==> src/pkg/cars_cfg.svh <==
// Register offsets, field positions and reset values of the measurement readback bank.
`ifndef CARS_CFG_SVH
`define CARS_CFG_SVH
`define CARS_OFF_BATTERY_VOLTAGE_CODE     8'h0e
`define CARS_OFF_SYSTEM_VOLTAGE_CODE     8'h0f
`define CARS_OFF_TS       8'h10
`define CARS_OFF_VBUS     8'h11
`define CARS_OFF_ICHG     8'h12
`define CARS_OFF_STAT     8'h13
`define CARS_OFF_INT_STAT 8'h20
`define CARS_OFF_INT_MASK 8'h21
`define CARS_OFF_CTRL     8'h22
`define CARS_FLAG_POS     7
`define CARS_IREG_POS     6
`define CARS_CODE_RST     7'h00
`define CARS_ILIM_RST     6'h00
`define CARS_REG_RST      8'h00
`define CARS_INT_W        5
`define CARS_CTRL_RST     8'h00
`endif

==> src/pkg/cars_pkg.sv <==
// Types shared by the readback bank.
package cars_pkg;
  typedef struct packed {
    logic       thermal_regulation_flag;
    logic [6:0] battery_voltage_code;
    logic [6:0] system_voltage_code;
    logic [6:0] thermistor_ratio_code;
    logic       input_attached_flag;
    logic [6:0] input_bus_voltage_code;
    logic [6:0] charge_current_code;
    logic       battery_short;
    logic       input_voltage_regulation_flag;
    logic       input_current_regulation_flag;
    logic       optimizer_enabled;
    logic [5:0] optimizer_current_limit;
  } cars_meas_t;

  typedef enum logic [1:0] {
    CARS_IDLE,
    CARS_READ,
    CARS_WRITE
  } cars_phase_t;
endpackage

==> src/rtl/cars_edge.sv <==
// Rising-edge detector for a set of status levels.
`timescale 1ns/100ps
module cars_edge #(
  parameter int W = 5
) (
  input  wire logic         mclk,
  input  wire logic         rst,
  input  wire logic [W-1:0] level,
  output logic      [W-1:0] rise
);
  logic [W-1:0] level_q;

  always_ff @(posedge mclk) begin
    if (rst) begin
      level_q <= '0;
    end else begin
      level_q <= level;
    end
  end

  genvar i;
  generate
    for (i = 0; i < W; i++) begin : g_rise
      assign rise[i] = level[i] & ~level_q[i];
    end
  endgenerate
endmodule

==> src/rtl/cars_top.sv <==
// Measurement and status readback bank of the charger, reached over AHB-Lite.
//
// Design decision made here: the AHB-Lite slave port.
`timescale 1ns/100ps
`include "cars_cfg.svh"
module cars_top (
  input  wire logic               mclk,
  input  wire logic               rst,
  input  wire logic               hsel,
  input  wire logic [31:0]        haddr,
  input  wire logic [1:0]         htrans,
  input  wire logic               hwrite,
  input  wire logic [2:0]         hsize,
  input  wire logic [31:0]        hwdata,
  input  wire logic               hready,
  output logic      [31:0]        hrdata,
  output logic                    hreadyout,
  output logic                    hresp,
  input  wire cars_pkg::cars_meas_t meas,
  output logic                    irq
);
  cars_pkg::cars_meas_t snap;
  cars_pkg::cars_phase_t phase;
  logic [7:0]             addr_q;
  logic [`CARS_INT_W-1:0] int_stat;
  logic [`CARS_INT_W-1:0] int_mask;
  logic [7:0]             ctrl;
  logic [`CARS_INT_W-1:0] ev_level;
  logic [`CARS_INT_W-1:0] ev_rise;
  logic                   take;
  logic [7:0]             next_rdata;
  logic [7:0]             ichg_byte;
  logic [7:0]             stat_byte;

  // Word index of a byte address.
  function automatic logic [7:0] word_index(input logic [31:0] a);
    return a[9:2];
  endfunction

  // Measurements are sampled each cycle; a frozen snapshot is kept while ctrl bit 0 is set.
  always_ff @(posedge mclk) begin
    if (rst) begin
      snap <= '0;
    end else if (!ctrl[0]) begin
      snap <= meas;
    end
  end

  assign ichg_byte = {1'b0, snap.battery_short ? `CARS_CODE_RST : snap.charge_current_code};
  assign stat_byte = {snap.input_voltage_regulation_flag, snap.input_current_regulation_flag,
                      snap.optimizer_enabled ? snap.optimizer_current_limit : `CARS_ILIM_RST};

  always_comb begin
    case (addr_q)
      `CARS_OFF_BATTERY_VOLTAGE_CODE:     next_rdata = {snap.thermal_regulation_flag, snap.battery_voltage_code};
      `CARS_OFF_SYSTEM_VOLTAGE_CODE:     next_rdata = {1'b0, snap.system_voltage_code};
      `CARS_OFF_TS:       next_rdata = {1'b0, snap.thermistor_ratio_code};
      `CARS_OFF_VBUS:     next_rdata = {snap.input_attached_flag, snap.input_bus_voltage_code};
      `CARS_OFF_ICHG:     next_rdata = ichg_byte;
      `CARS_OFF_STAT:     next_rdata = stat_byte;
      `CARS_OFF_INT_STAT: next_rdata = {3'h0, int_stat};
      `CARS_OFF_INT_MASK: next_rdata = {3'h0, int_mask};
      `CARS_OFF_CTRL:     next_rdata = ctrl;
      default:            next_rdata = 8'h00;
    endcase
  end

  assign take = hsel & hready & htrans[1];

  always_ff @(posedge mclk) begin
    if (rst) begin
      phase  <= cars_pkg::CARS_IDLE;
      addr_q <= 8'h00;
    end else if (take) begin
      phase  <= hwrite ? cars_pkg::CARS_WRITE : cars_pkg::CARS_READ;
      addr_q <= word_index(haddr);
    end else if (hready) begin
      phase  <= cars_pkg::CARS_IDLE;
    end
  end

  assign hreadyout = 1'b1;
  assign hresp     = 1'b0;

  // Read data is driven in the data phase from the captured index.
  always_comb begin
    case (phase)
      cars_pkg::CARS_READ: hrdata = {24'h000000, next_rdata};
      default:             hrdata = 32'h00000000;
    endcase
  end

  // Mask and control are written here and interrupt status is write-one-clear below; measurement addresses ignore writes.
  always_ff @(posedge mclk) begin
    if (rst) begin
      int_mask <= '0;
      ctrl     <= `CARS_CTRL_RST;
    end else if (phase == cars_pkg::CARS_WRITE) begin
      case (addr_q)
        `CARS_OFF_INT_MASK: int_mask <= hwdata[`CARS_INT_W-1:0];
        `CARS_OFF_CTRL:     ctrl     <= hwdata[7:0];
        default:            ctrl     <= ctrl;
      endcase
    end
  end

  assign ev_level = {snap.battery_short, snap.input_current_regulation_flag,
                     snap.input_voltage_regulation_flag, snap.input_attached_flag,
                     snap.thermal_regulation_flag};

  cars_edge #(
    .W(`CARS_INT_W)
  ) u_edge (
    .mclk  (mclk),
    .rst   (rst),
    .level (ev_level),
    .rise  (ev_rise)
  );

  // Set wins over a write-one clear in the same cycle.
  always_ff @(posedge mclk) begin
    if (rst) begin
      int_stat <= '0;
    end else if (phase == cars_pkg::CARS_WRITE && addr_q == `CARS_OFF_INT_STAT) begin
      int_stat <= (int_stat & ~hwdata[`CARS_INT_W-1:0]) | ev_rise;
    end else begin
      int_stat <= int_stat | ev_rise;
    end
  end

  assign irq = |(int_stat & int_mask);
endmodule

==> config.mk <==
export PLATFORM = sky130hd
export DESIGN_NAME = cars_top
export DESIGN_NICKNAME = d
export VERILOG_FILES = /design/src/pkg/cars_pkg.sv /design/src/rtl/cars_edge.sv /design/src/rtl/cars_top.sv
export VERILOG_INCLUDE_DIRS = /design/src /design/src/pkg
export SDC_FILE = /design/constraint.sdc
export NUM_CORES = 1
export LEC_CHECK = 0
export BUFFER_PORTS_ARGS = -buffer_cell sky130_fd_sc_hd__buf_4
export CORE_MARGIN = 2
export CORE_UTILIZATION = 52
export CTS_CLUSTER_DIAMETER = 150
export CTS_CLUSTER_SIZE = 8
export DETAILED_ROUTE_END_ITERATION = 10
export HOLD_SLACK_MARGIN = 0.05
export PLACE_DENSITY = 0.95
export SLEW_MARGIN = 15
export SYNTH_ARGS = -nofsm -noshare
export SYNTH_HDL_FRONTEND = slang
export SYNTH_SLANG_ARGS = --single-unit
==> constraint.sdc <==
create_clock -name mclk -period 5.46 [get_ports mclk]
set_input_delay 0.819 -clock mclk [delete_from_list [all_inputs] [get_ports mclk]]
set_output_delay 0.819 -clock mclk [all_outputs]
set_load 0.01 [all_outputs]
==> results.md, run 1 <==
- Status: finished, final reports clean
- CP Max Fanout: 24
- Leak: approximately 1.7 nW
- Final period utilization: 0.673
- H-tree Lvls: 3
- Clk slew on worst S/H paths: 70 ps
- Slew Viols, Final: 0
- Initial DRC Count: about 230
- Clk_skew: roughly 10 ps
- Mapped Cells: approximately 430
- Post-Route WL: around 9 mm
- Post-synthesis sequential area ratio: 0.427
- Port Buf Inserts: 77
- Relative slew slack: 0.297
- DIE AREA: roughly 7900 µm²
- TritonRoute pass-1 iters: 5
- Req. time, crit path: between 4000 and 5000 ps
- Share of cells above drive strength 1: 0.202
- Post-synth top area share: 0.427
- Post-CTS setup buffer count: 0
- Via Count: approximately 3.2k
- Vias in the first global route: roughly 3.0k
- Crit path DAT: about 2900 ps
- Max-cap violation count: 0
- Number of flops mapped to enable cells by yosys: 0
- Boundary Pins: 156
- Synth top area cells: dfxtp_1 (43%), mux2i_1 (17%), nor2_1 (6.8%)
- Total gr overflow: 0
- Placer Congestion: ~0.95
- Hold Buf Count CTS: 0
- Longest Clk Path Bufs: 2
- Post_cts resized: 0
- Main flop type after synthesis: dfxtp_1
- Die W: roughly 89 µm
- Mean Syn Cell Area: 8.66 µm²
- CTS tree: built
- Initial Util: 0.546
- Sequential Area: 1600 µm²
- Final setup fails: 0
- N_diodes: 0
- DP Wirelength: around 6.4 mm
- Yosys cell types: 38
- Slew @ Worst Pin: roughly 1100 ps
- #FFs+latches synth: 80
- Pwr Density: around 260 nW/µm²
- HP Class: reg2reg
- Fin. Hold Viols: 0
- Largest net degree at the start of global routing: 81
- Hold slack: between 400 and 500 ps
- Cell Area, Synth: about 3700 µm²
- Critical Path Source Type: flop
- Fillers: 601
- Skew-Pair Late Insertion Delay: approximately 340 ps
- Final ANT Viol Nets: 0
- Area Growth Syn to Fin: 18.1%
- Drt wl/cell: roughly 15 µm
- Critical path class: reg2out
- Peak supply drop: 0.000156 V
- Die Y: roughly 90 µm
- Core Area: between 6000 and 7000 µm²
- DRC viols: 0
- Fraction of registers with async set or reset after synthesis: 0
- Vias per cell: roughly 5.4
- Overall power: roughly 0.0011 W
- Total GRT Usage: 0.234
- RSZ-0062 raised after global routing: false
- CTS buffer count: 9
- Max Freq: between 200 and 300 MHz
- Cell taking the most area after synthesis: dfxtp_1
- First-pass GRT wire length: around 14 mm
- Worst setup EP type: output port
- Min Tclk post-route: roughly 3700 ps
- Yosys warning total: 0
- Clk root buf: clkbuf_8
- TNS Setup: 0 ps
- Clk sinks: 80
- Row cnt: 30
- Area taken by multi-input logic gates: roughly 1900 µm²
- Initial antenna violation count: 0
- Final net count: around 620
-- worst paths after layout --
path / to / slack, ps / startpoint / cells after the start
worst max-delay path: hrdata[1] / 1790 / addr_q[1] / 5
worst min register to register: ctrl[2] / 460 / ctrl[2] / 2
worst min-delay path: ctrl[2] / 460 / ctrl[2] / 2
worst max register to register: ctrl[2] / 2840 / addr_q[1] / 5
-- cells in the mapped netlist (all sizes together) (2+ instances only) --
library cell and instances:
mux2i 64, inv 4, o21ai 3, nand2 41, clkbuf 16, nor3 5, nand3b 3, dfxtp 80
conb 2, nor2 68, a221o 2, nor2b 12, buf 36, nand2b 7, nand3 20, a31oi 7
a22oi 5, nor3b 2, a22o 3, or4b 2, o22ai 6, a21oi 34
-- through the flow --
step | instances | utilization | cell area, µm² | setup WS [ps]
global placement | 581 | 0.620 | 4260 | 2210
global route | 596 | 0.645 | 4430 | 1650
floorplan | 457 | - | 3840 | 2970
CTS | 596 | 0.645 | 4430 | 1800
finish | 596 | 0.645 | 4430 | 1790
detailed placement | 581 | 0.620 | 4260 | 2160
-- worst max-delay path, stage by stage (launching register included) --
cell	delay [ps]
dfxtp_1	1020
nand4_1	530
o21ai_0	220
nand3b_1	280
a21oi_1	300
buf_4	170
-- cell families after synthesis --
logic type | after synthesis | synth area share
flip-flops | 80 | 0.427
multiplexers | 66 | 0.180
AO/OA/AOI/OAI | 63 | 0.101
buffers and inverters | 56 | 0.0854
other | 2 | 0.00200
AND/OR/NAND/NOR | 166 | 0.205
-- cells in the final DEF (no fill, tap or decap), drive strengths merged, types with 2 or more instances in the layout --
cell type  synthesis  final
inv                4      4
nand3b             3      3
a21oi             34     34
clkbuf            16     12
o21ai              3      3
or4b               2      2
a31oi              7      7
conb               2     26
nand2b             7      7
mux2i             64     64
nor2              68     68
o22ai              6      6
a22o               3      3
a221o              2      2
nor3               5      5
nor2b             12     12
dfxtp             80     80
nand3             20     20
nor3b              2      2
clkinv             0      2
buf               36     80
a22oi              5      5
nand2             41     41
-- layout make-up --
class | count | area share
multi-input combinational | 321 | 0.433
clock inverter | 3 | 0.00395
clock buffer | 12 | 0.0350
sequential | 80 | 0.362
timing repair buffer | 80 | 0.136
inverter | 4 | 0.00339
tap | 96 | 0.0271
-- routing by layer --
layer / GRT usage / vias to the layer above / wire length, µm
li1: - / 1560 / -
met1: 0.303 / 1464 / 3750
met2: 0.390 / 155 / 4330
met3: 0.0397 / 23 / 631
met4: 0.0937 / 0 / 235
met5: 0 / - / 0
-- sequential cells by signal (all words and copies together), names as in the netlist --
register and flops:
ev_level 5, u_edge.level_q 5, int_stat 5, int_mask 5
ctrl 8, snap 42, addr_q 8, phase 2
-- where the power goes --
part	total, W	internal (W)	switching (W)
combinational	0.000116	0.0000579	0.0000577
sequential	0.000628	0.000609	0.0000195
clock	0.000389	0.000186	0.000203
total	0.00113	0.000853	0.000280
No activity file was read; power rests on OpenSTA's default activity.
==> run 2, diff against run 1 <==
Settings changed: ABC_AREA set to 1, CORE_UTILIZATION 52 to 44, PLACE_DENSITY 0.95 to 0.87.
Clock period 5.46 ns to 3.3 ns, I/O delays scaled along.
==> run 2 against run 1 <==
Compared with the run above: highest routed layer unchanged; setup slack worse by 1000 ps; final area rose by 2.0%; clock-buffer cell count down 2; via count grew 14%.
==> results.md, run 2 <==
- Max-cap violation count: 0 (unchanged)
- Clk slew on worst S/H paths: 80 ps (about the same)
- Final worst slack: 737 ps (-1050 ps)
- Hold Path Depth: 2 (unchanged)
- Sequential Area: 1600 µm² (about the same)
- Crit path DAT: 2070 ps (-790 ps)
- Skew-Pair Late Insertion Delay: 360 ps (+20 ps)
- Total GRT Usage: 0.211 (-0.0235)
- Cell taking the most area after synthesis: dfxtp_1
- Largest regs: snap: 42 flops, addr_q: 8 flops, ctrl: 8 flops
- TNS Setup: 0 ps (unchanged)
- Max Freq: about 400 MHz
- #FFs+latches synth: 80 (unchanged)
- Most common cell in the netlist: nor2_1
- Placer Congestion: 0.911 (-4.3%)
- Mux contribution to synthesized area: 0 (-0.180)
- Peak supply drop: 0.000210 V (+34%)
- Final cell count without fillers: 718 (+20%)
- Largest family of logic cells by synthesized area: simple AND/OR/NAND/NOR gates
- Adder-cell share of the synthesized area: 0 (unchanged)
- Post-synth top area share: 0.422 (-0.00549)
- Top cells by count, synth: nor2_1 (119), dfxtp_1 (80), o21ai_0 (76)
- Initial Util: 0.458 (-0.0882)
- Die W: 96.9 µm (+9.0%)
- Die Y: 96.9 µm (+9.0%)
- Worst r2r src: ctrl[0]
- Vias per cell: 5.08 (-5.4%)
- Total gr overflow: 0 (unchanged)
- Share of cells above drive strength 1: 0.192 (-0.00950)
- Fraction of registers with async set or reset after synthesis: 0 (unchanged)
- Commonest non-fill, non-tap cell in the layout: nor2_1
- CTS tree: built
- Largest register FFs: 42 (unchanged)
- Slew Viols, Final: 0 (unchanged)
- Post-Synth Simple-Gate Area: 0.297 (+0.0926)
- Cell Area, Synth: 3800 µm² (+1.3%)
- Req. time, crit path: 2800 ps (-1840 ps)
- Mean Syn Cell Area: 6.97 µm² (-20%)
- Placed Instances: 703 (+21%)
- Area taken by multi-input logic gates: 1790 µm² (-6.8%)
- Post-Route WL: 9.55 mm (+6.6%)
- TritonRoute pass-1 iters: 5 (unchanged)
- DIE AREA: 9390 µm² (+19%)
- Initial antenna violation count: 0 (unchanged)
- Fraction of synthesized cell area in xor and xnor cells: 0 (unchanged)
- Post_cts resized: 0 (unchanged)
- Post-synthesis sequential area ratio: 0.422 (-0.00549)
- Mapped Cells: 545 (+26%)
- R2R setup slack: 1250 ps (-1590 ps)
- Final net count: 730 (+18%)
- Critical path class: reg2out
- Clk root buf: clkbuf_8
- WHS Endpoint: phase[1]
- Vias in the first global route: 3506 (+16%)
- Final ANT Viol Nets: 0 (unchanged)
- Leak: 2.10 nW (+23%)
- Fin. Hold Viols: 0 (unchanged)
- Hold Startpoint: rst
- Via Count: 3651 (+14%)
- DRC viols: 0 (unchanged)
- Min Tclk post-route: ~2600 ps
- DP Wirelength: 7.29 mm (+13%)
- Boundary Pins: 156 (unchanged)
- Yosys warning total: 0 (unchanged)
- Longest Clk Path Bufs: 2 (unchanged)
- Hold slack: 369 ps (-90.1 ps)
- Biggest register: snap
- Final period utilization: 0.777
- RSZ-0062 raised after global routing: false
- Pwr Density: 451 nW/µm² (+76%)
- Final setup fails: 0 (unchanged)
- Compound-cell area share of the yosys netlist: 0.147 (+0.0465)
- HP Class: in2reg
- Hold Buf Count CTS: 0 (unchanged)
- Cells on worst reg2reg path: 4 (-1)
- Port Buf Inserts: 77 (unchanged)
- Final core utilization: 0.545 (-0.100)
- Slew @ Worst Pin: 740 ps (-312 ps)
- R2r endpoint: snap[36]
- Status: finished, final reports clean
- Clk sinks: 80 (unchanged)
- Main flop type after synthesis: dfxtp_1
- Largest net degree at the start of global routing: 74 (-8.6%)
- Row cnt: 33 (+10%)
- CP Max Fanout: 11 (-54%)
- H-tree Lvls: 3 (unchanged)
- Setup WS pre-CTS: 1150 ps (-1000 ps)
- Commonest non-fill, non-tap cells in the layout: nor2_1 (119), buf_4 (81), dfxtp_1 (80), o21ai_0 (76), nand3_1 (60)
- First-pass GRT wire length: 16.2 mm (+14%)
- Clk_skew: 8.06 ps (-1.73 ps)
- Initial DRC Count: 237 (+3.9%)
- Worst setup EP type: output port
- Number of flops mapped to enable cells by yosys: 0 (unchanged)
- Core Area: 8300 µm² (+21%)
- Post-CTS setup buffer count: 0 (unchanged)
- N_diodes: 0 (unchanged)
- Synth top area cells: dfxtp_1 (42%), nor2_1 (12%), o21ai_0 (10%)
- Fillers: 809 (+35%)
- Yosys cell types: 26 (-32%)
- Area Growth Syn to Fin: 19.0%
- CTS buffer count: 9 (unchanged)
- Critical Path Source Type: flop
- Relative slew slack: 0.506 (+0.208)
- Drt wl/cell: 13.3 µm (-11%)
## run 2: cell types whose count changed in the layout (fill, tap and decap cells not counted), sizes merged, moves of 6 or more
cell / delta
a21oi: -6
o21ai: +76
nand2b: -7
nor2b: -12
a31oi: -7
nor2: +58
nand2: +22
mux2i: -64
nand3: +42
inv: +40
## run 2: cell type report
cell class / instances / area share
multi-input cells: 391 / 0.395
well taps: 105 / 0.0291
repair buffers: 81 / 0.135
clock inverters: 5 / 0.0180
flip-flops and latches: 80 / 0.354
inverters: 46 / 0.0382
clock buffers: 10 / 0.0305
## run 2: how the worst max path moves through the flow
stage / startpoint / endpoint / slack [ps] / depth (start not counted)
after floorplan: addr_q[1] / hrdata[5] / 1630 / 8
after global placement: addr_q[7] / hrdata[4] / 1160 / 11
after detailed placement: addr_q[7] / hrdata[4] / 1150 / 11
after CTS: addr_q[7] / hrdata[4] / 750 / 11
after global routing: addr_q[7] / hrdata[4] / 540 / 10
final: addr_q[7] / hrdata[4] / 740 / 11
## run 2: cells by family after synthesis
kind of cell           count (synthesis)
other                                  2
AND/OR/NAND/NOR                      255
flip-flops                            80
buffers and inverters                 98
AO/OA/AOI/OAI                        110
## run 2: through the flow
step	area, µm²	total power [W]
6_report	4520	0.00204
3_5_place_dp	4300	0.00126
5_1_grt	4520	0.00212
3_3_place_gp	4300	0.00125
4_1_cts	4520	0.00204
2_1_floorplan	3890	0.00119
## run 2: layer usage
layer  up-vias  part of all wire  GRT usage
li1       1831                 -          -
met2       155              0.49      0.370
met3        19             0.066     0.0368
met5         -                 0          0
met4         0             0.023     0.0748
met1      1646              0.42      0.259
## run 2: report_power, final
part | total, W | leakage [nW] | internal, W | switching, W
logic | 0.000202 | 1.33 | 0.0000858 | 0.000116
registers | 0.00104 | 0.661 | 0.00101 | 0.0000287
clock network | 0.000797 | 0.108 | 0.000442 | 0.000354
## run 2: critical path, stage by stage (launching register included)
cell and delay (ps):
dfxtp_1 330, inv_2 60, nand2_2 100, nor2_2 390, buf_4 280, nand3_1 90
nand2_1 140, nor2_1 50, nand3_1 60, nand2_1 60, inv_1 60, buf_4 110
